--- config.mk ---
export PLATFORM = sky130hd
export DESIGN_NAME = pef_port_ef
export DESIGN_NICKNAME = d
export VERILOG_FILES = /design/src/pef_pkg.sv /design/src/pef_pin_if.sv /design/src/pef_sync.sv /design/src/pef_pin_mux.sv /design/src/pef_port_ef.sv
export SDC_FILE = /design/constraint.sdc
export NUM_CORES = 1
export LEC_CHECK = 0
export BUFFER_PORTS_ARGS = -buffer_cell sky130_fd_sc_hd__buf_2
export CORE_MARGIN = 2
export CORE_UTILIZATION = 49
export CTS_BUF_LIST = sky130_fd_sc_hd__clkbuf_16
export DETAILED_ROUTE_END_ITERATION = 12
export GPL_ROUTABILITY_DRIVEN = 0
export HOLD_SLACK_MARGIN = 0.05
export PLACE_DENSITY = 0.88
export SKIP_CTS_REPAIR_TIMING = 1
export SLEW_MARGIN = 20
export SYNTH_ARGS = -nofsm -noshare
export SYNTH_HDL_FRONTEND = slang
export SYNTH_SLANG_ARGS = --single-unit
--- constraint.sdc ---
create_clock -name clk_i -period 2.6 [get_ports clk_i]
set_input_delay 0.52 -clock clk_i [delete_from_list [all_inputs] [get_ports clk_i]]
set_output_delay 0.52 -clock clk_i [all_outputs]
set_load 0.01 [all_outputs]
--- src/pef_pkg.sv ---
//------------------------------------------------------------------------------
//------------------------------------------------------------------------------
package pef_pkg;

   localparam int PE_W = 16;
   localparam int PF_W = 8;

   // Register indices; the byte address is four times the index
   localparam logic [31:0] PE_DATA_IDX = 32'hffff83b0;
   localparam logic [31:0] PF_LEVEL_IDX = 32'hffff83b3;
   localparam logic [31:0] PE_DATA_ADDR = {PE_DATA_IDX[29:0], 2'h0};
   localparam logic [31:0] PF_LEVEL_ADDR = {PF_LEVEL_IDX[29:0], 2'h0};

   localparam logic [15:0] PE_DATA_RST = 16'h0000;
   localparam logic [15:0] PE_PIN_RST = 16'h0000;
   localparam logic [31:0] PRDATA_RST = 32'h00000000;
   localparam logic [7:0] PF_SAMPLE_LEVEL = 8'hff;

   // Pins whose alternate functions exist only in extended modes
   localparam logic [15:0] PE_EXT_ONLY_MASK = 16'h400f;

   typedef enum logic [1:0] {
      PEF_IDLE = 2'h1,
      PEF_ACCESS = 2'h2
   } pef_apb_state_t;

endpackage : pef_pkg

--- src/pef_pin_if.sv ---
`timescale 1ns/1ps
interface pef_pin_if;
   logic [15:0] data;
   logic [15:0] dir;
   logic [15:0] alt_sel;
   logic [15:0] alt_out;
   logic [15:0] alt_oe;
   logic [15:0] pin_o;
   logic [15:0] pin_oe;

   modport core (
      output data,
      output dir,
      output alt_sel,
      output alt_out,
      output alt_oe,
      input pin_o,
      input pin_oe
   );

   modport mux (
      input data,
      input dir,
      input alt_sel,
      input alt_out,
      input alt_oe,
      output pin_o,
      output pin_oe
   );
endinterface : pef_pin_if

--- src/pef_sync.sv ---
`timescale 1ns/1ps
module pef_sync #(
   parameter int W = 8
) (
   input wire logic clk_i,
   input wire logic resetn_i,
   input wire logic ce_i,
   input wire logic [W-1:0] d_i,
   output logic [W-1:0] q_o
);
   logic [W-1:0] meta;

   //---------------------------------------------------------------------------
   // Two-stage synchroniser; first stage feeds only the second
   //---------------------------------------------------------------------------
   always_ff @(posedge clk_i or negedge resetn_i) begin
      if (!resetn_i) begin
         meta <= '0;
         q_o <= '0;
      end else if (ce_i) begin
         meta <= d_i;
         q_o <= meta;
      end
   end
endmodule : pef_sync

--- src/pef_pin_mux.sv ---
`timescale 1ns/1ps
module pef_pin_mux (
   input wire logic clk_i,
   input wire logic resetn_i,
   input wire logic ce_i,
   pef_pin_if.mux p
);
   logic [15:0] next_pin_o;
   logic [15:0] next_pin_oe;
   logic [15:0] pin_q;
   logic [15:0] oe_q;

   //---------------------------------------------------------------------------
   // Per-pin selection of alternate function or general data
   //---------------------------------------------------------------------------
   for (genvar i = 0; i < pef_pkg::PE_W; i++) begin : g_pin
      assign next_pin_oe[i] = p.alt_sel[i] ? p.alt_oe[i] : p.dir[i];
      assign next_pin_o[i] = p.alt_sel[i] ? p.alt_out[i] : (p.dir[i] & p.data[i]);
   end

   always_ff @(posedge clk_i or negedge resetn_i) begin
      if (!resetn_i) begin
         pin_q <= pef_pkg::PE_PIN_RST;
         oe_q <= pef_pkg::PE_PIN_RST;
      end else if (ce_i) begin
         pin_q <= next_pin_o;
         oe_q <= next_pin_oe;
      end
   end

   assign p.pin_o = pin_q;
   assign p.pin_oe = oe_q;
endmodule : pef_pin_mux

--- src/pef_port_ef.sv ---
// Local design decision: the APB interface to the registers.
`timescale 1ns/1ps
module pef_port_ef (
   input wire logic clk_i,
   input wire logic resetn_i,
   input wire logic ce_i,
   input wire logic single_chip_i,
   // APB slave
   input wire logic psel_i,
   input wire logic penable_i,
   input wire logic pwrite_i,
   input wire logic [31:0] paddr_i,
   input wire logic [31:0] pwdata_i,
   input wire logic [3:0] pstrb_i,
   output logic [31:0] prdata_o,
   output logic pready_o,
   output logic pslverr_o,
   // First port control from pin-control block
   input wire logic [15:0] pe_dir_i,
   input wire logic [15:0] pe_alt_sel_i,
   input wire logic [15:0] pe_alt_ext_i,
   input wire logic [15:0] pe_alt_out_i,
   input wire logic [15:0] pe_alt_oe_i,
   // First port pins
   input wire logic [15:0] pe_pin_i,
   output logic [15:0] pe_pin_o,
   output logic [15:0] pe_pin_oe_o,
   output logic [15:0] pe_pin_level_o,
   // Second port pins and converter state
   input wire logic [7:0] pf_pin_i,
   input wire logic [7:0] pf_sampling_i,
   output logic [7:0] pf_pin_level_o
);
   pef_pkg::pef_apb_state_t state;
   pef_pkg::pef_apb_state_t next_state;
   logic [15:0] pe_data;
   logic [15:0] next_pe_data;
   logic [15:0] pe_sync_q;
   logic [7:0] pf_sync_q;
   logic [31:0] next_prdata;
   logic [31:0] prdata_q;

   pef_pin_if pin_bus ();

   //---------------------------------------------------------------------------
   // Pin synchronisers
   //---------------------------------------------------------------------------
   pef_sync #(
      .W(pef_pkg::PE_W)
   ) u_pe_sync (
      .clk_i(clk_i),
      .resetn_i(resetn_i),
      .ce_i(ce_i),
      .d_i(pe_pin_i),
      .q_o(pe_sync_q)
   );

   pef_sync #(
      .W(pef_pkg::PF_W)
   ) u_pf_sync (
      .clk_i(clk_i),
      .resetn_i(resetn_i),
      .ce_i(ce_i),
      .d_i(pf_pin_i),
      .q_o(pf_sync_q)
   );

   assign pe_pin_level_o = pe_sync_q;
   assign pf_pin_level_o = pf_sync_q;

   //---------------------------------------------------------------------------
   // APB decode
   //---------------------------------------------------------------------------
   wire setup_ph = psel_i & ~penable_i;
   wire access_ph = psel_i & penable_i;
   wire in_idle = (state == pef_pkg::PEF_IDLE);
   wire in_access = (state == pef_pkg::PEF_ACCESS);
   wire hit_pe = (paddr_i == pef_pkg::PE_DATA_ADDR);
   wire hit_pf = (paddr_i == pef_pkg::PF_LEVEL_ADDR);
   wire unmapped = ~hit_pe & ~hit_pf;
   wire take_read = in_idle & setup_ph & ~pwrite_i & ce_i;
   wire done = in_access & access_ph & ce_i;
   wire pe_wr = done & pwrite_i & hit_pe;
   wire pf_wr = done & pwrite_i & hit_pf;

   // Alternate functions that exist only in extended modes fall back to general use in single-chip mode
   wire [15:0] alt_blocked = {16{single_chip_i}} & pe_alt_ext_i & pef_pkg::PE_EXT_ONLY_MASK;
   wire [15:0] alt_eff = pe_alt_sel_i & ~alt_blocked;

   // Direction 1 reads stored bit, direction 0 reads pin level
   wire [15:0] pe_read = (pe_dir_i & pe_data) | (~pe_dir_i & pe_sync_q);
   // Sampled channels read as ones
   wire [7:0] pf_read = (pf_sync_q & ~pf_sampling_i) | (pef_pkg::PF_SAMPLE_LEVEL & pf_sampling_i);

   always_comb begin
      next_state = state;
      case (state)
         pef_pkg::PEF_IDLE: begin
            if (setup_ph) begin
               next_state = pef_pkg::PEF_ACCESS;
            end
         end
         pef_pkg::PEF_ACCESS: begin
            if (access_ph) begin
               next_state = pef_pkg::PEF_IDLE;
            end
         end
         default: begin
            next_state = pef_pkg::PEF_IDLE;
         end
      endcase
   end

   always_comb begin
      next_prdata = 32'h00000000;
      if (hit_pe) begin
         next_prdata = {16'h0000, pe_read};
      end else if (hit_pf) begin
         next_prdata = {24'h000000, pf_read};
      end
   end

   //---------------------------------------------------------------------------
   // First port data register with byte strobes
   //---------------------------------------------------------------------------
   for (genvar b = 0; b < 2; b++) begin : g_lane
      assign next_pe_data[b*8 +: 8] = (pe_wr & pstrb_i[b]) ? pwdata_i[b*8 +: 8]
                                                         : pe_data[b*8 +: 8];
   end

   // Only the power-on reset clears the stored data
   always_ff @(posedge clk_i or negedge resetn_i) begin
      if (!resetn_i) begin
         pe_data <= pef_pkg::PE_DATA_RST;
      end else if (ce_i) begin
         pe_data <= next_pe_data;
      end
   end

   always_ff @(posedge clk_i or negedge resetn_i) begin
      if (!resetn_i) begin
         state <= pef_pkg::PEF_IDLE;
      end else if (ce_i) begin
         state <= next_state;
      end
   end

   // Read data is taken at the setup edge and stands until the next read setup
   always_ff @(posedge clk_i or negedge resetn_i) begin
      if (!resetn_i) begin
         prdata_q <= pef_pkg::PRDATA_RST;
      end else if (take_read) begin
         prdata_q <= next_prdata;
      end
   end

   assign prdata_o = prdata_q;
   assign pready_o = ce_i;
   assign pslverr_o = in_access & access_ph & unmapped;

   //---------------------------------------------------------------------------
   // Pin drive
   //---------------------------------------------------------------------------
   assign pin_bus.data = pe_data;
   assign pin_bus.dir = pe_dir_i;
   assign pin_bus.alt_sel = alt_eff;
   assign pin_bus.alt_out = pe_alt_out_i;
   assign pin_bus.alt_oe = pe_alt_oe_i;

   pef_pin_mux u_pin_mux (
      .clk_i(clk_i),
      .resetn_i(resetn_i),
      .ce_i(ce_i),
      .p(pin_bus.mux)
   );

   assign pe_pin_o = pin_bus.pin_o;
   assign pe_pin_oe_o = pin_bus.pin_oe;

   //---------------------------------------------------------------------------
   // Assertions
   //---------------------------------------------------------------------------
   AST_PE_RD_STORED: assert property (
      @(posedge clk_i) disable iff (!resetn_i)
      take_read & hit_pe |=> ((prdata_o[15:0] ^ $past(pe_data)) & $past(pe_dir_i)) == 16'h0000
   ) else $error("Output-direction bit did not read stored data");

   AST_PE_RD_PIN: assert property (
      @(posedge clk_i) disable iff (!resetn_i)
      take_read & hit_pe |=> ((prdata_o[15:0] ^ $past(pe_sync_q)) & ~$past(pe_dir_i)) == 16'h0000
   ) else $error("Input-direction bit did not read pin level");

   AST_PE_WRITE: assert property (
      @(posedge clk_i) disable iff (!resetn_i)
      pe_wr & (pstrb_i[1:0] == 2'h3) |=> pe_data == $past(pwdata_i[15:0])
   ) else $error("Full write did not land in data register");

   AST_PE_HOLD: assert property (
      @(posedge clk_i) disable iff (!resetn_i)
      !pe_wr |=> $stable(pe_data)
   ) else $error("Data register changed without a write");

   AST_PF_WR_DROP: assert property (
      @(posedge clk_i) disable iff (!resetn_i)
      pf_wr |-> !pslverr_o ##1 $stable(pe_data)
   ) else $error("Second port write had an effect");

   AST_PF_SAMPLE_ONE: assert property (
      @(posedge clk_i) disable iff (!resetn_i)
      take_read & hit_pf |=> (prdata_o[7:0] & $past(pf_sampling_i)) == $past(pf_sampling_i)
   ) else $error("Sampled channel did not read as one");

   AST_PF_LEVEL: assert property (
      @(posedge clk_i) disable iff (!resetn_i)
      take_read & hit_pf |=> ((prdata_o[7:0] ^ $past(pf_sync_q)) & ~$past(pf_sampling_i)) == 8'h00
         && prdata_o[31:8] == 24'h000000
   ) else $error("Second port read did not show pin level");

   AST_PE_DRIVE: assert property (
      @(posedge clk_i) disable iff (!resetn_i)
      resetn_i & ce_i |=> ((pe_pin_o ^ $past(pe_data)) & $past(pe_dir_i & ~alt_eff)) == 16'h0000
         && (~pe_pin_oe_o & $past(pe_dir_i & ~alt_eff)) == 16'h0000
   ) else $error("General output pin not driving stored bit");

   AST_PE_INPUT_QUIET: assert property (
      @(posedge clk_i) disable iff (!resetn_i)
      ce_i |=> (pe_pin_oe_o & $past(~pe_dir_i & ~alt_eff)) == 16'h0000
   ) else $error("General input pin is driven");

   AST_SC_BLOCK: assert property (
      @(posedge clk_i) disable iff (!resetn_i)
      resetn_i & ce_i & single_chip_i |=> ((pe_pin_oe_o ^ $past(pe_dir_i))
         & $past(pe_alt_sel_i & pe_alt_ext_i & pef_pkg::PE_EXT_ONLY_MASK)) == 16'h0000
   ) else $error("Extended-only function reached a pin in single-chip mode");

   AST_APB_ONE_WAIT: assert property (
      @(posedge clk_i) disable iff (!resetn_i)
      in_idle & setup_ph & ce_i ##1 access_ph & ce_i |-> pready_o ##1 in_idle
   ) else $error("Transfer did not complete in its access cycle");

   //---------------------------------------------------------------------------
   // Reset, enable, synchroniser, transfer state, read data and alternate drive checks
   //---------------------------------------------------------------------------
   // Pin checks skip the release edge itself, where the flops still clear
   AST_PE_POR_CLEAR: assert property (
      @(posedge clk_i)
      !resetn_i |=> pe_data == pef_pkg::PE_DATA_RST
   ) else $error("Data register not cleared by power-on reset");

   AST_PIN_RESET: assert property (
      @(posedge clk_i)
      !resetn_i |=> pe_pin_oe_o == pef_pkg::PE_PIN_RST && pe_pin_o == pef_pkg::PE_PIN_RST
   ) else $error("Pins not released during reset");

   AST_CE_FREEZE: assert property (
      @(posedge clk_i) disable iff (!resetn_i)
      !ce_i |=> $stable(pe_data) && $stable(state) && $stable(prdata_o)
         && $stable(pe_pin_o) && $stable(pe_pin_oe_o) && $stable(pf_pin_level_o)
   ) else $error("State moved while the clock enable was low");

   AST_STATE_ONEHOT: assert property (
      @(posedge clk_i) disable iff (!resetn_i)
      $onehot(state)
   ) else $error("Transfer state left its one-hot codes");

   AST_SETUP_TO_ACCESS: assert property (
      @(posedge clk_i) disable iff (!resetn_i)
      in_idle & setup_ph & ce_i |=> in_access
   ) else $error("Setup cycle did not lead to the access cycle");

   AST_PE_RD_UPPER: assert property (
      @(posedge clk_i) disable iff (!resetn_i)
      take_read & hit_pe |=> prdata_o[31:16] == 16'h0000
   ) else $error("First port read drove the upper half");

   AST_UNMAPPED_ZERO: assert property (
      @(posedge clk_i) disable iff (!resetn_i)
      take_read & unmapped |=> prdata_o == 32'h00000000
   ) else $error("Unmapped read returned data");

   AST_ERR_DECODE: assert property (
      @(posedge clk_i) disable iff (!resetn_i)
      in_idle & setup_ph & ce_i ##1 access_ph |-> pslverr_o == unmapped
   ) else $error("Error response did not match the address decode");

   AST_PRDATA_HOLD: assert property (
      @(posedge clk_i) disable iff (!resetn_i)
      !take_read |=> $stable(prdata_o)
   ) else $error("Read data changed outside a read setup");

   AST_PE_ALT_DRIVE: assert property (
      @(posedge clk_i) disable iff (!resetn_i)
      resetn_i & ce_i |=> ((pe_pin_o ^ $past(pe_alt_out_i)) & $past(alt_eff)) == 16'h0000
         && ((pe_pin_oe_o ^ $past(pe_alt_oe_i)) & $past(alt_eff)) == 16'h0000
   ) else $error("Alternate function did not reach its pin");

   AST_PE_SYNC: assert property (
      @(posedge clk_i) disable iff (!resetn_i)
      resetn_i & ce_i ##1 ce_i |=> pe_pin_level_o == $past(pe_pin_i, 2)
   ) else $error("First port level did not follow its pin");

   AST_PF_SYNC: assert property (
      @(posedge clk_i) disable iff (!resetn_i)
      resetn_i & ce_i ##1 ce_i |=> pf_pin_level_o == $past(pf_pin_i, 2)
   ) else $error("Second port level did not follow its pin");

endmodule : pef_port_ef

Yosys cells after proc, flatten, opt, wreduce, memory -nomap -nowiden
Cells that the tools add are included.
- reductions and logical operators: 3
- mux-type cells: 37
- bitwise logic cells: 43
- equality and inequality tests: 6
- operators with widths (kind ; count):
    == test 32 bit (second input constant) ; 2
    AND 16 bit ; 3
    two-way mux 1 bit ; 32
    AND 1 bit ; 29
    two-way mux 16 bit ; 1
    NOT 15 -> 16 bit ; 1
    NOT 16 bit ; 1
    bitwise OR 16 bit ; 1
    AND 15 bit ; 1
    AND 8 bit ; 1
    two-way mux 8 bit ; 1
    NOT 8 bit ; 1
    bitwise OR 8 bit ; 1
    two-way mux 2 bit ; 2
    inequality test 2 bit (second input constant) ; 2
    NOT 1 bit ; 4
    case mux 2 bit (2 select lines) ; 1
    AND reduction 2 bit ; 2
    AND reduction 3 bit ; 1
    == test 2 x 1 -> 1 bit (second input constant) ; 1
    == test 2 bit (second input constant) ; 1
- output and inout bits: 90
- word-level logic and storage cells: 99
- input bits: 187
- flip-flop bits (word level): 130

Depth between registers and ports, before layout
Gate-level depths: netlist (run 1).
- depth after elaboration: 7
- depth in mapped cells: 7
- depth with buffers taken out: 4

By module
A second synthesis (run 1) with hierarchy kept.
- cell total of the unflattened synthesis: 437
- area total of the unflattened synthesis: 5447.7 um^2
- modules (own cells, without submodules) (module ; cells an instance ; times used ; area an instance (um^2)):
    pef_port_ef ; 184 ; 1 ; 1955.6
    pef_pin_mux ; 151 ; 1 ; 1497.7
    pef_sync (u_pe_sync) ; 68 ; 1 ; 1345.0
    pef_sync (u_pf_sync) ; 34 ; 1 ; 649.4

Worst setup path after synthesis (run 1)
OpenSTA, ideal clock, no wires.
- path type: input to output
- start: input paddr_i[15]
- end: output pslverr_o
- arrival: 1.666 ns
- slack: 0.414 ns
- required time: 2.080 ns
- stages on the path: 3
- buffers on the path: 0
- cell sequence: or4b_4 > nor4_4 > a31oi_1
- cells in the longest elaborated chain, start to end: 4
- elaborated cells between the ends (all ways): 6
- classes of those cells: eq/ne: 2; bitwise: 4
- ends and longest elaborated chain (item ; line ; RTL):
    start: declaration ; pef_port_ef.sv:12 ; input wire logic [31:0] paddr_i,
    == test 32 bit, on equally long branches ; pef_port_ef.sv:78, pef_port_ef.sv:79 ;
    NOT 1 bit ; pef_port_ef.sv:80 ; wire unmapped = ~hit_pe & ~hit_pf;
    AND 1 bit (*) ; pef_port_ef.sv:80 ;
    AND 1 bit (*) ; pef_port_ef.sv:159 ; assign pslverr_o = in_access & access_ph & unmapped;
    end: declaration ; pef_port_ef.sv:17 ; output logic pslverr_o,
Every way passes the cells marked *; elsewhere a longest branch is shown, timed or not.

Worst setup path after layout (run 1)
Same ends and word-level chain as after synthesis.

==> run metrics, run 1 <==
outcome=finished clean; starting DRC count in detailed routing=253; Clock Pin Slew Worst Setup and Hold Paths=0.05 ns; f_max=462.5 MHz; Tightest Pin Transition=around 0.70 ns; Crit path max-delay family=simple AND/OR/NAND/NOR gates; fin worst setup slack=0.4377 ns; Routed WL per cell=17.06 µm; largest net degree at the start of global routing=73; final total power=around 4.9 mW; Non-Filler Instances=841; pre-CTS setup slack=0.1623 ns; sequential area share after synthesis=about 55%; Max-slew headroom=53.17%; Vias per Instance=roughly 5.2; Synth Warn #=0; IO Port Bufs=between 200 and 250; Slew Limit Fails=0; final std cell area, no fill=~7000 µm²; Die W=around 110 µm; total gr overflow=0; Data arrival, critical path=1.64 ns; ANT nets after route=0; Max clock buf depth=2; CTS sink count=114; htree depth=4; crit share post-route=83.16%; Worst R2R Setup Slack=0.77 ns; Die ar.=11470 µm²; vias in the first global route=4470; Post-layout nets=about 880; Num CTS Buffers=17; Final Hold Vio Count=0; placed cells=approximately 800; Slowest-stage cell, CP=or4b_4; WP data required=2.08 ns; First-pass DRT Iterations=4; Leakage=between 3 and 4 nW; CP endpoint kind=output port; die height=between 100 and 150 µm; Hold Crit Class=in2async; WS Path Type=in2out; PwrDens=692.6 nW/µm²; DP Area=6469 µm²; EDFF count, synth=0; reg-to-reg endpoint=prdata_o[3]; drt total wl=14.35 mm; HPWL after DPL=11.13 mm; FFs w/ async S/R, synth=100.0%; Reg area=2854 µm²; largest incremental delay on the critical path=0.55 ns; Ant. Diodes=0; DRC=0; Initial Util=50.44%; area leader, netlist=dfrtp_1; Seq pwr share=41.7%; Crit path buffers/inverters=2; WHS=0.08231 ns; initial antenna violation count=0; via count=roughly 4400; fill count=794; Util after Layout=68.04%; Int Pwr=approximately 3.7 mW; r2r startpoint=state[1]; R2R cell count=5; fin crit period=2.162 ns; I/O pin total=roughly 280; area of the multi-input gates=~2200 µm²; layout cell share with drive strength beyond 1=47.52%; Synth Instances=455; Max rail drop VDD=a little over 0.0004 V; max_cap viols=0; Main synth FF type=dfrtp_1; Top cell by count, worst path=buf_2; Critical Path Source Type=input port; CTS tree=yes; gr usage total=25.41%; synth-to-layout area growth=34.89%; Mean Syn Cell Area=roughly 11 µm²; switch share=24.05%; clk_skew=about 0.0057 ns; clock power share=45.2%; Rows=37; cell area after synthesis=5207 µm²; Setup-failing EPs final=0; Root Driver=clkbuf_16; post-synth top area share=54.30%; Psw=1.170 mW; Worst-Skew Late Latency=0.40 ns; crit-path cells=buf_2, or4b_4, nor4_4, a31oi_1, buf_2; critical path peak fanout=2; unique cell type count in the Yosys netlist=36; global-route wire length before repair=22.28 mm; Setup TNS Final=0 ns; RSZ-0062 raised after global routing=false; Area contributors post-synth=dfrtp_1 (54%), mux2_2 (12%), mux2i_1 (6.2%); Synth Register Bits=roughly 110; Comb pwr share=between 10% and 20%; Placeable Area=10320 µm²
-- cells in the final DEF (no fill, tap or decap), types with 9 or more instances in the layout --
cell	instances
a21oi_1	50
buf_2	229
buf_4	10
clkbuf_16	17
conb_1	16
dfrtp_1	113
mux2_2	56
mux2i_1	32
nand2_1	35
nand4_1	9
nor2_1	67
-- synth_stat cells, types with 4 or more instances --
master    instances
nand4b_1          5
nand4_1           9
a21oi_1          50
a21boi_0          5
nor2_1           67
buf_1             4
mux2i_1          32
buf_4            17
o211ai_1          6
mux2_2           56
nand2_1          35
mux2_1            8
dfrtp_1         113
o21ai_2           8
clkbuf_1         10
-- worst max path at each step --
stage,start,end,slack [ns],depth (start not counted)
6_report,paddr_i[15],pslverr_o,0.44,5
4_1_cts,paddr_i[15],pslverr_o,0.44,5
3_3_place_gp,paddr_i[15],pe_data[15],0.18,6
2_1_floorplan,paddr_i[15],pslverr_o,0.41,3
3_5_place_dp,paddr_i[15],pe_data[15],0.16,6
5_1_grt,paddr_i[15],pslverr_o,0.41,5
-- area by class of cell --
| cell class | instances | share of cell area [%] |
|---|---|---|
| flip-flops and latches | 114 | 40.63 |
| multi-input cells | 319 | 31.26 |
| repair buffers | 240 | 17.67 |
| clock buffers | 17 | 6.056 |
| well taps | 136 | 2.423 |
| clock inverters | 13 | 1.853 |
| inverters | 2 | 0.1069 |
-- sequential cells by signal, indices dropped and copies added, names as in the netlist --
name,count
pe_data,16
prdata_o,16
state,2
u_pe_sync.meta,16
u_pe_sync.q_o,16
u_pf_sync.meta,8
u_pf_sync.q_o,8
u_pin_mux.p.pin_o,16
u_pin_mux.p.pin_oe,16
-- power groups by stage --
stage	Clock [mW]	Combinational (mW)	Sequential [mW]
after detailed placement	0	0.642	2.05
after floorplan	0	0.268	2.08
final	2.20	0.638	2.03
after global placement	0	0.616	2.04
after CTS	2.23	0.645	2.03
after global routing	2.34	0.700	2.04
-- cell families after synthesis --
family,share of synthesized area (%)
other,0.07201
and+or+nand+nor,12.30
DFF,54.81
AOI/OAI and AO/OA,8.722
buffers and inverters,4.109
muxes,19.99
-- routing by layer --
layer	GRT usage [%]	share of wire (%)
met1	31.45	41
met2	41.95	50
met3	5.471	5.6
met4	12.80	3.1
met5	0	0
Note: power is estimated with default switching activity, not from simulation.
==> run 2, diff against run 1 <==
Settings changed: CORE_UTILIZATION 49 to 41, PLACE_DENSITY 0.88 to 0.79.
Clock period 2.6 ns to 1.87 ns, I/O delays scaled along.
==> run metrics, run 2 (same netlist as run 1, synthesis figures left out) <==
largest net degree at the start of global routing=74 (was 73); Slowest-stage cell, CP=or4b_4 (unchanged); drt total wl=14.67 mm (was 14.35 mm); Int Pwr=5.310 mW (was 3.695 mW); R2R cell count=4 (was 5); commonest cells after routing, fill and taps aside=buf_2 (228), dfrtp_1 (113), nor2_1 (67) (was buf_2 (229), dfrtp_1 (113), nor2_1 (67)); Critical Path Source Type=input port (unchanged); die height=116.7 µm (was 107.1 µm); GRT met2 Usage=34.26% (was 41.95%); Psw=1.670 mW (was 1.170 mW); clk_skew=0.006028 ns (was 0.005703 ns); RSZ-0062 raised after global routing=true (was false); Max-slew headroom=57.33% (was 53.17%); Final Hold Vio Count=0 (unchanged); WP data required=1.50 ns (was 2.08 ns); WS Path Type=in2out (unchanged); starting DRC count in detailed routing=221 (was 253); Leakage=3.642 nW (was 3.559 nW); Crit path buffers/inverters=2 (unchanged); vias in the first global route=4508 (was 4470); CP endpoint kind=output port (unchanged); Placeable Area=12520 µm² (was 10320 µm²); commonest non-fill, non-tap cell in the layout=buf_2 (unchanged); DRC=0 (unchanged); Slew Limit Fails=0 (unchanged); total gr overflow=0 (unchanged); Vias per Instance=4.989 (was 5.225); clock power share=46.8% (was 45.2%); IO Port Bufs=231 (unchanged); CTS sink count=114 (unchanged); Root Driver=clkbuf_16 (unchanged); synth-to-layout area growth=39.93% (was 34.89%); I/O pin total=277 (unchanged); Num CTS Buffers=17 (unchanged); Post-layout nets=891 (was 881); Ant. Diodes=0 (unchanged); crit-path cells=buf_6, or4b_4, nor4_4, a31oi_1, buf_2 (was buf_2, or4b_4, nor4_4, a31oi_1, buf_2); WHS=0.1834 ns (was 0.08231 ns); Worst-Skew Late Latency=0.41 ns (was 0.40 ns); gr usage total=21.75% (was 25.41%); violated checks=setup timing; switch share=23.92% (was 24.05%); initial antenna violation count=0 (unchanged); Seq pwr share=40.3% (was 41.7%); max_cap viols=0 (unchanged); CTS tree=yes (unchanged); worst hold path stage count=2; PwrDens=957.8 nW/µm² (was 692.6 nW/µm²); Comb pwr share=12.9% (was 13.1%); f_max=534.1 MHz; htree depth=4 (unchanged); Initial Util=41.60% (was 50.44%); Clock Pin Slew Worst Setup and Hold Paths=0.05 ns (about the same); final std cell area, no fill=7287 µm² (was 7024 µm²); layout cell share with drive strength beyond 1=49.93% (was 47.52%); First-pass DRT Iterations=4 (unchanged); Util after Layout=58.22% (was 68.04%); met1 Usage GRT=26.29% (was 31.45%); fin worst setup slack=-0.002414 ns (was 0.4377 ns); Die W=116.7 µm (was 107.1 µm); outcome=finished with violations (was finished clean); Data arrival, critical path=1.50 ns (was 1.64 ns); Rows=41 (was 37); fin crit period=1.872 ns; DP Area=6673 µm² (was 6469 µm²); grt peak-use layer=met2 (unchanged); crit share post-route=100.1%; Die ar.=13620 µm² (was 11470 µm²); Routed WL per cell=16.51 µm (was 17.06 µm); Tightest Pin Transition=0.6400 ns (was 0.7024 ns); HPWL after DPL=11.23 mm (was 11.13 mm); final total power=6.980 mW (was 4.865 mW); via count=4435 (was 4394); Crit path max-delay family=simple AND/OR/NAND/NOR gates (unchanged); met3 Use GR=5.708% (was 5.471%); ANT nets after route=0 (unchanged); Max clock buf depth=2 (unchanged); largest incremental delay on the critical path=0.56 ns (was 0.55 ns); global-route wire length before repair=22.17 mm (was 22.28 mm); Worst path depth=5 (unchanged); Setup-failing EPs final=1 (was 0); critical path peak fanout=2 (unchanged); Hold Crit Class=in2reg (was in2async); Max rail drop VDD=0.0005828 V (was 0.0004147 V)
[run 2: changes by cell type in the layout (fill, tap and decap cells not counted), sizes merged]
cell         previous run  this run
buf                   240       249
bufinv                  3         4
clkinv                  6        10
clkinvlp                0         1
dlygate4sd3             0         1
inv                     6         2
[run 2: routing by layer]
metal	vias to the layer above	routed length [µm]	share of wire [%]
li1	2079	-	-
met1	2108	6106	42
met4	0	699	4.8
met5	-	0	0
met2	189	7103	48
met3	59	766	5.2
[run 2: power by group through the flow]
stage	clock network [mW]	logic, mW	registers, mW
final	3.26	0.904	2.81
after global routing	3.44	0.998	2.84
after CTS	3.33	0.912	2.81
after detailed placement	0	0.908	2.85
after global placement	0	0.878	2.84
after floorplan	0	0.374	2.89
[run 2: final timing paths]
kind                         startpoint  slack [ns]                end
max                         paddr_i[15]      -0.002          pslverr_o
min                        pwdata_i[10]        0.18        pe_data[10]
max reg2reg                    state[1]        0.10       prdata_o[15]
min reg2reg                prdata_o[14]        0.47       prdata_o[14]
max in group asynchronous      resetn_i        0.80  u_pe_sync.meta[7]
min in group asynchronous      resetn_i        0.45         pe_data[1]
[run 2: cell type report]
cell class	instances	area, µm²
clock buffer	17	425.4
clock inverter	15	171.4
fill	1057	5230
inverter	2	7.507
multi-input combinational	319	2238
sequential	114	2854
tap	172	215.2
timing repair buffer	250	1375
[run 2: metrics by stage]
| step | std cells | worst slack, ns | TNS (ns) |
|---|---|---|---|
| floorplan | 470 | -0.05423 | -0.4600 |
| global placement | 856 | -0.3478 | -3.993 |
| detailed placement | 856 | -0.3516 | -4.525 |
| CTS | 888 | -0.01502 | -0.01502 |
| global route | 889 | -0.03329 | -0.03329 |
| finish | 889 | -0.002414 | -0.002414 |
==> run 3, diff against run 2 <==
Settings changed: CELL_PAD_IN_SITES_DETAIL_PLACEMENT set to 0, CELL_PAD_IN_SITES_GLOBAL_PLACEMENT set to 2, CORE_UTILIZATION 41 to 24.
==> run metrics, run 3 (same netlist as run 1, synthesis figures left out) <==
outcome=finished clean (was finished with violations); Routed WL per cell=16.12 µm (was 16.51 µm); DR top layer=met5 (was met4); Rows=53 (was 41); max_cap viols=0 (unchanged); Max rail drop VDD=0.0007254 V (was 0.0005828 V); CTS sink count=114 (unchanged); crit share post-route=99.38% (was 100.1%); die height=151.3 µm (was 116.7 µm); Worst-Skew Late Latency=0.41 ns (about the same); gr usage total=14.23% (was 21.75%); Post-layout nets=894 (was 891); layout cell share with drive strength beyond 1=50.69% (was 49.93%); fin crit period=1.858 ns (was 1.872 ns); WS Path Type=in2out (unchanged); WP data required=1.50 ns (about the same); Final Hold Vio Count=0 (unchanged); Slew Limit Fails=0 (unchanged); largest incremental delay on the critical path=0.55 ns (was 0.56 ns); crit-path cells=buf_6, or4b_4, nor4_4, a31oi_1, buf_2 (unchanged); drt total wl=16.04 mm (was 14.67 mm); global-route wire length before repair=24.22 mm (was 22.17 mm); Critical Path Source Type=input port (unchanged); DRC=0 (unchanged); Slowest-stage cell, CP=or4b_4 (unchanged); via count=4205 (was 4435); DP Area=6824 µm² (was 6673 µm²); I/O pin total=277 (unchanged); Die ar.=22890 µm² (was 13620 µm²); Max-slew headroom=63.89% (was 57.33%); clk_skew=0.008497 ns (was 0.006028 ns); commonest non-fill, non-tap cell in the layout=buf_2 (unchanged); starting DRC count in detailed routing=128 (was 221); First-pass DRT Iterations=4 (unchanged); Util after Layout=35.45% (was 58.22%); Crit path max-delay family=simple AND/OR/NAND/NOR gates (unchanged); placed cells=962 (was 856); htree depth=4 (unchanged); ANT nets after route=0 (unchanged); fin worst setup slack=0.01157 ns (was -0.002414 ns); critical path peak fanout=2 (unchanged); Num CTS Buffers=17 (unchanged); Data arrival, critical path=1.48 ns (was 1.50 ns); pre-CTS setup slack=-0.3126 ns (was -0.3516 ns); CP endpoint kind=output port (unchanged); vias in the first global route=4238 (was 4508); total gr overflow=0 (unchanged); final std cell area, no fill=7498 µm² (was 7287 µm²); Non-Filler Instances=995 (was 889); Tightest Pin Transition=0.5417 ns (was 0.6400 ns); Crit path buffers/inverters=2 (unchanged); Root Driver=clkbuf_16 (unchanged); largest net degree at the start of global routing=74 (unchanged); Ant. Diodes=0 (unchanged); WL met1=7.044 mm (was 6.106 mm); WHS=0.1815 ns (was 0.1834 ns); CTS tree=yes (unchanged); HPWL after DPL=12.61 mm (was 11.23 mm); RSZ-0062 raised after global routing=true (unchanged); met2 WL=7.968 mm (was 7.103 mm); commonest cells after routing, fill and taps aside=buf_2 (228), dfrtp_1 (113), nor2_1 (67) (unchanged); Vias per Instance=4.226 (was 4.989); Clock Pin Slew Worst Setup and Hold Paths=0.06 ns (was 0.05 ns); Max clock buf depth=2 (unchanged); Hold Crit Class=in2reg (unchanged); Die W=151.3 µm (was 116.7 µm); Initial Util=24.62% (was 41.60%); IO Port Bufs=231 (unchanged); Setup-failing EPs final=0 (was 1); WL met3=836 µm (was 766 µm); Leakage=3.680 nW (was 3.642 nW); Setup TNS Final=0 ns (was -0.002414 ns); f_max=538.1 MHz (was 534.1 MHz); PwrDens=975.7 nW/µm² (was 957.8 nW/µm²); initial antenna violation count=1 (was 0); synth-to-layout area growth=43.99% (was 39.93%); final total power=7.316 mW (was 6.980 mW); Placeable Area=21150 µm² (was 12520 µm²)
## run 3: changes by cell type in the layout (fill, tap and decap cells not counted), sizes merged
cell and change:
clkinv -2, inv +1, buf +3, bufinv +1
## run 3: layer usage
| metal | track usage, % | vias to the layer above |
|---|---|---|
| li1 | - | 2088 |
| met1 | 18.21 | 1994 |
| met2 | 23.44 | 108 |
| met3 | 3.765 | 13 |
| met4 | 4.533 | 2 |
| met5 | 0 | - |
## run 3: where the power goes
group | switching [mW] | total (mW) | internal [mW]
combinational | 0.459 | 0.906 | 0.447
sequential | 0.133 | 2.81 | 2.68
clock | 1.22 | 3.60 | 2.38
total | 1.82 | 7.32 | 5.50
## run 3: worst paths after layout
check                      slack, ns  cells after the start         start                end
hold reg to reg                 0.48                      2   prdata_o[8]        prdata_o[8]
setup / recovery                0.01                      5   paddr_i[15]          pslverr_o
min in group asynchronous       0.50                      2      resetn_i  u_pe_sync.meta[8]
max in group asynchronous       0.75                      3      resetn_i        prdata_o[9]
setup reg to reg                0.31                      5      state[1]        prdata_o[1]
hold / removal                  0.18                      2  pwdata_i[10]        pe_data[10]
## run 3: layout make-up
class / count / area [µm²]
sequential: 114 / 2854
inverter: 2 / 7.507
clock inverter: 15 / 232.7
multi-input combinational: 319 / 2237
fill: 2196 / 13660
timing repair buffer: 253 / 1398
clock buffer: 17 / 425.4
tap: 275 / 344.1
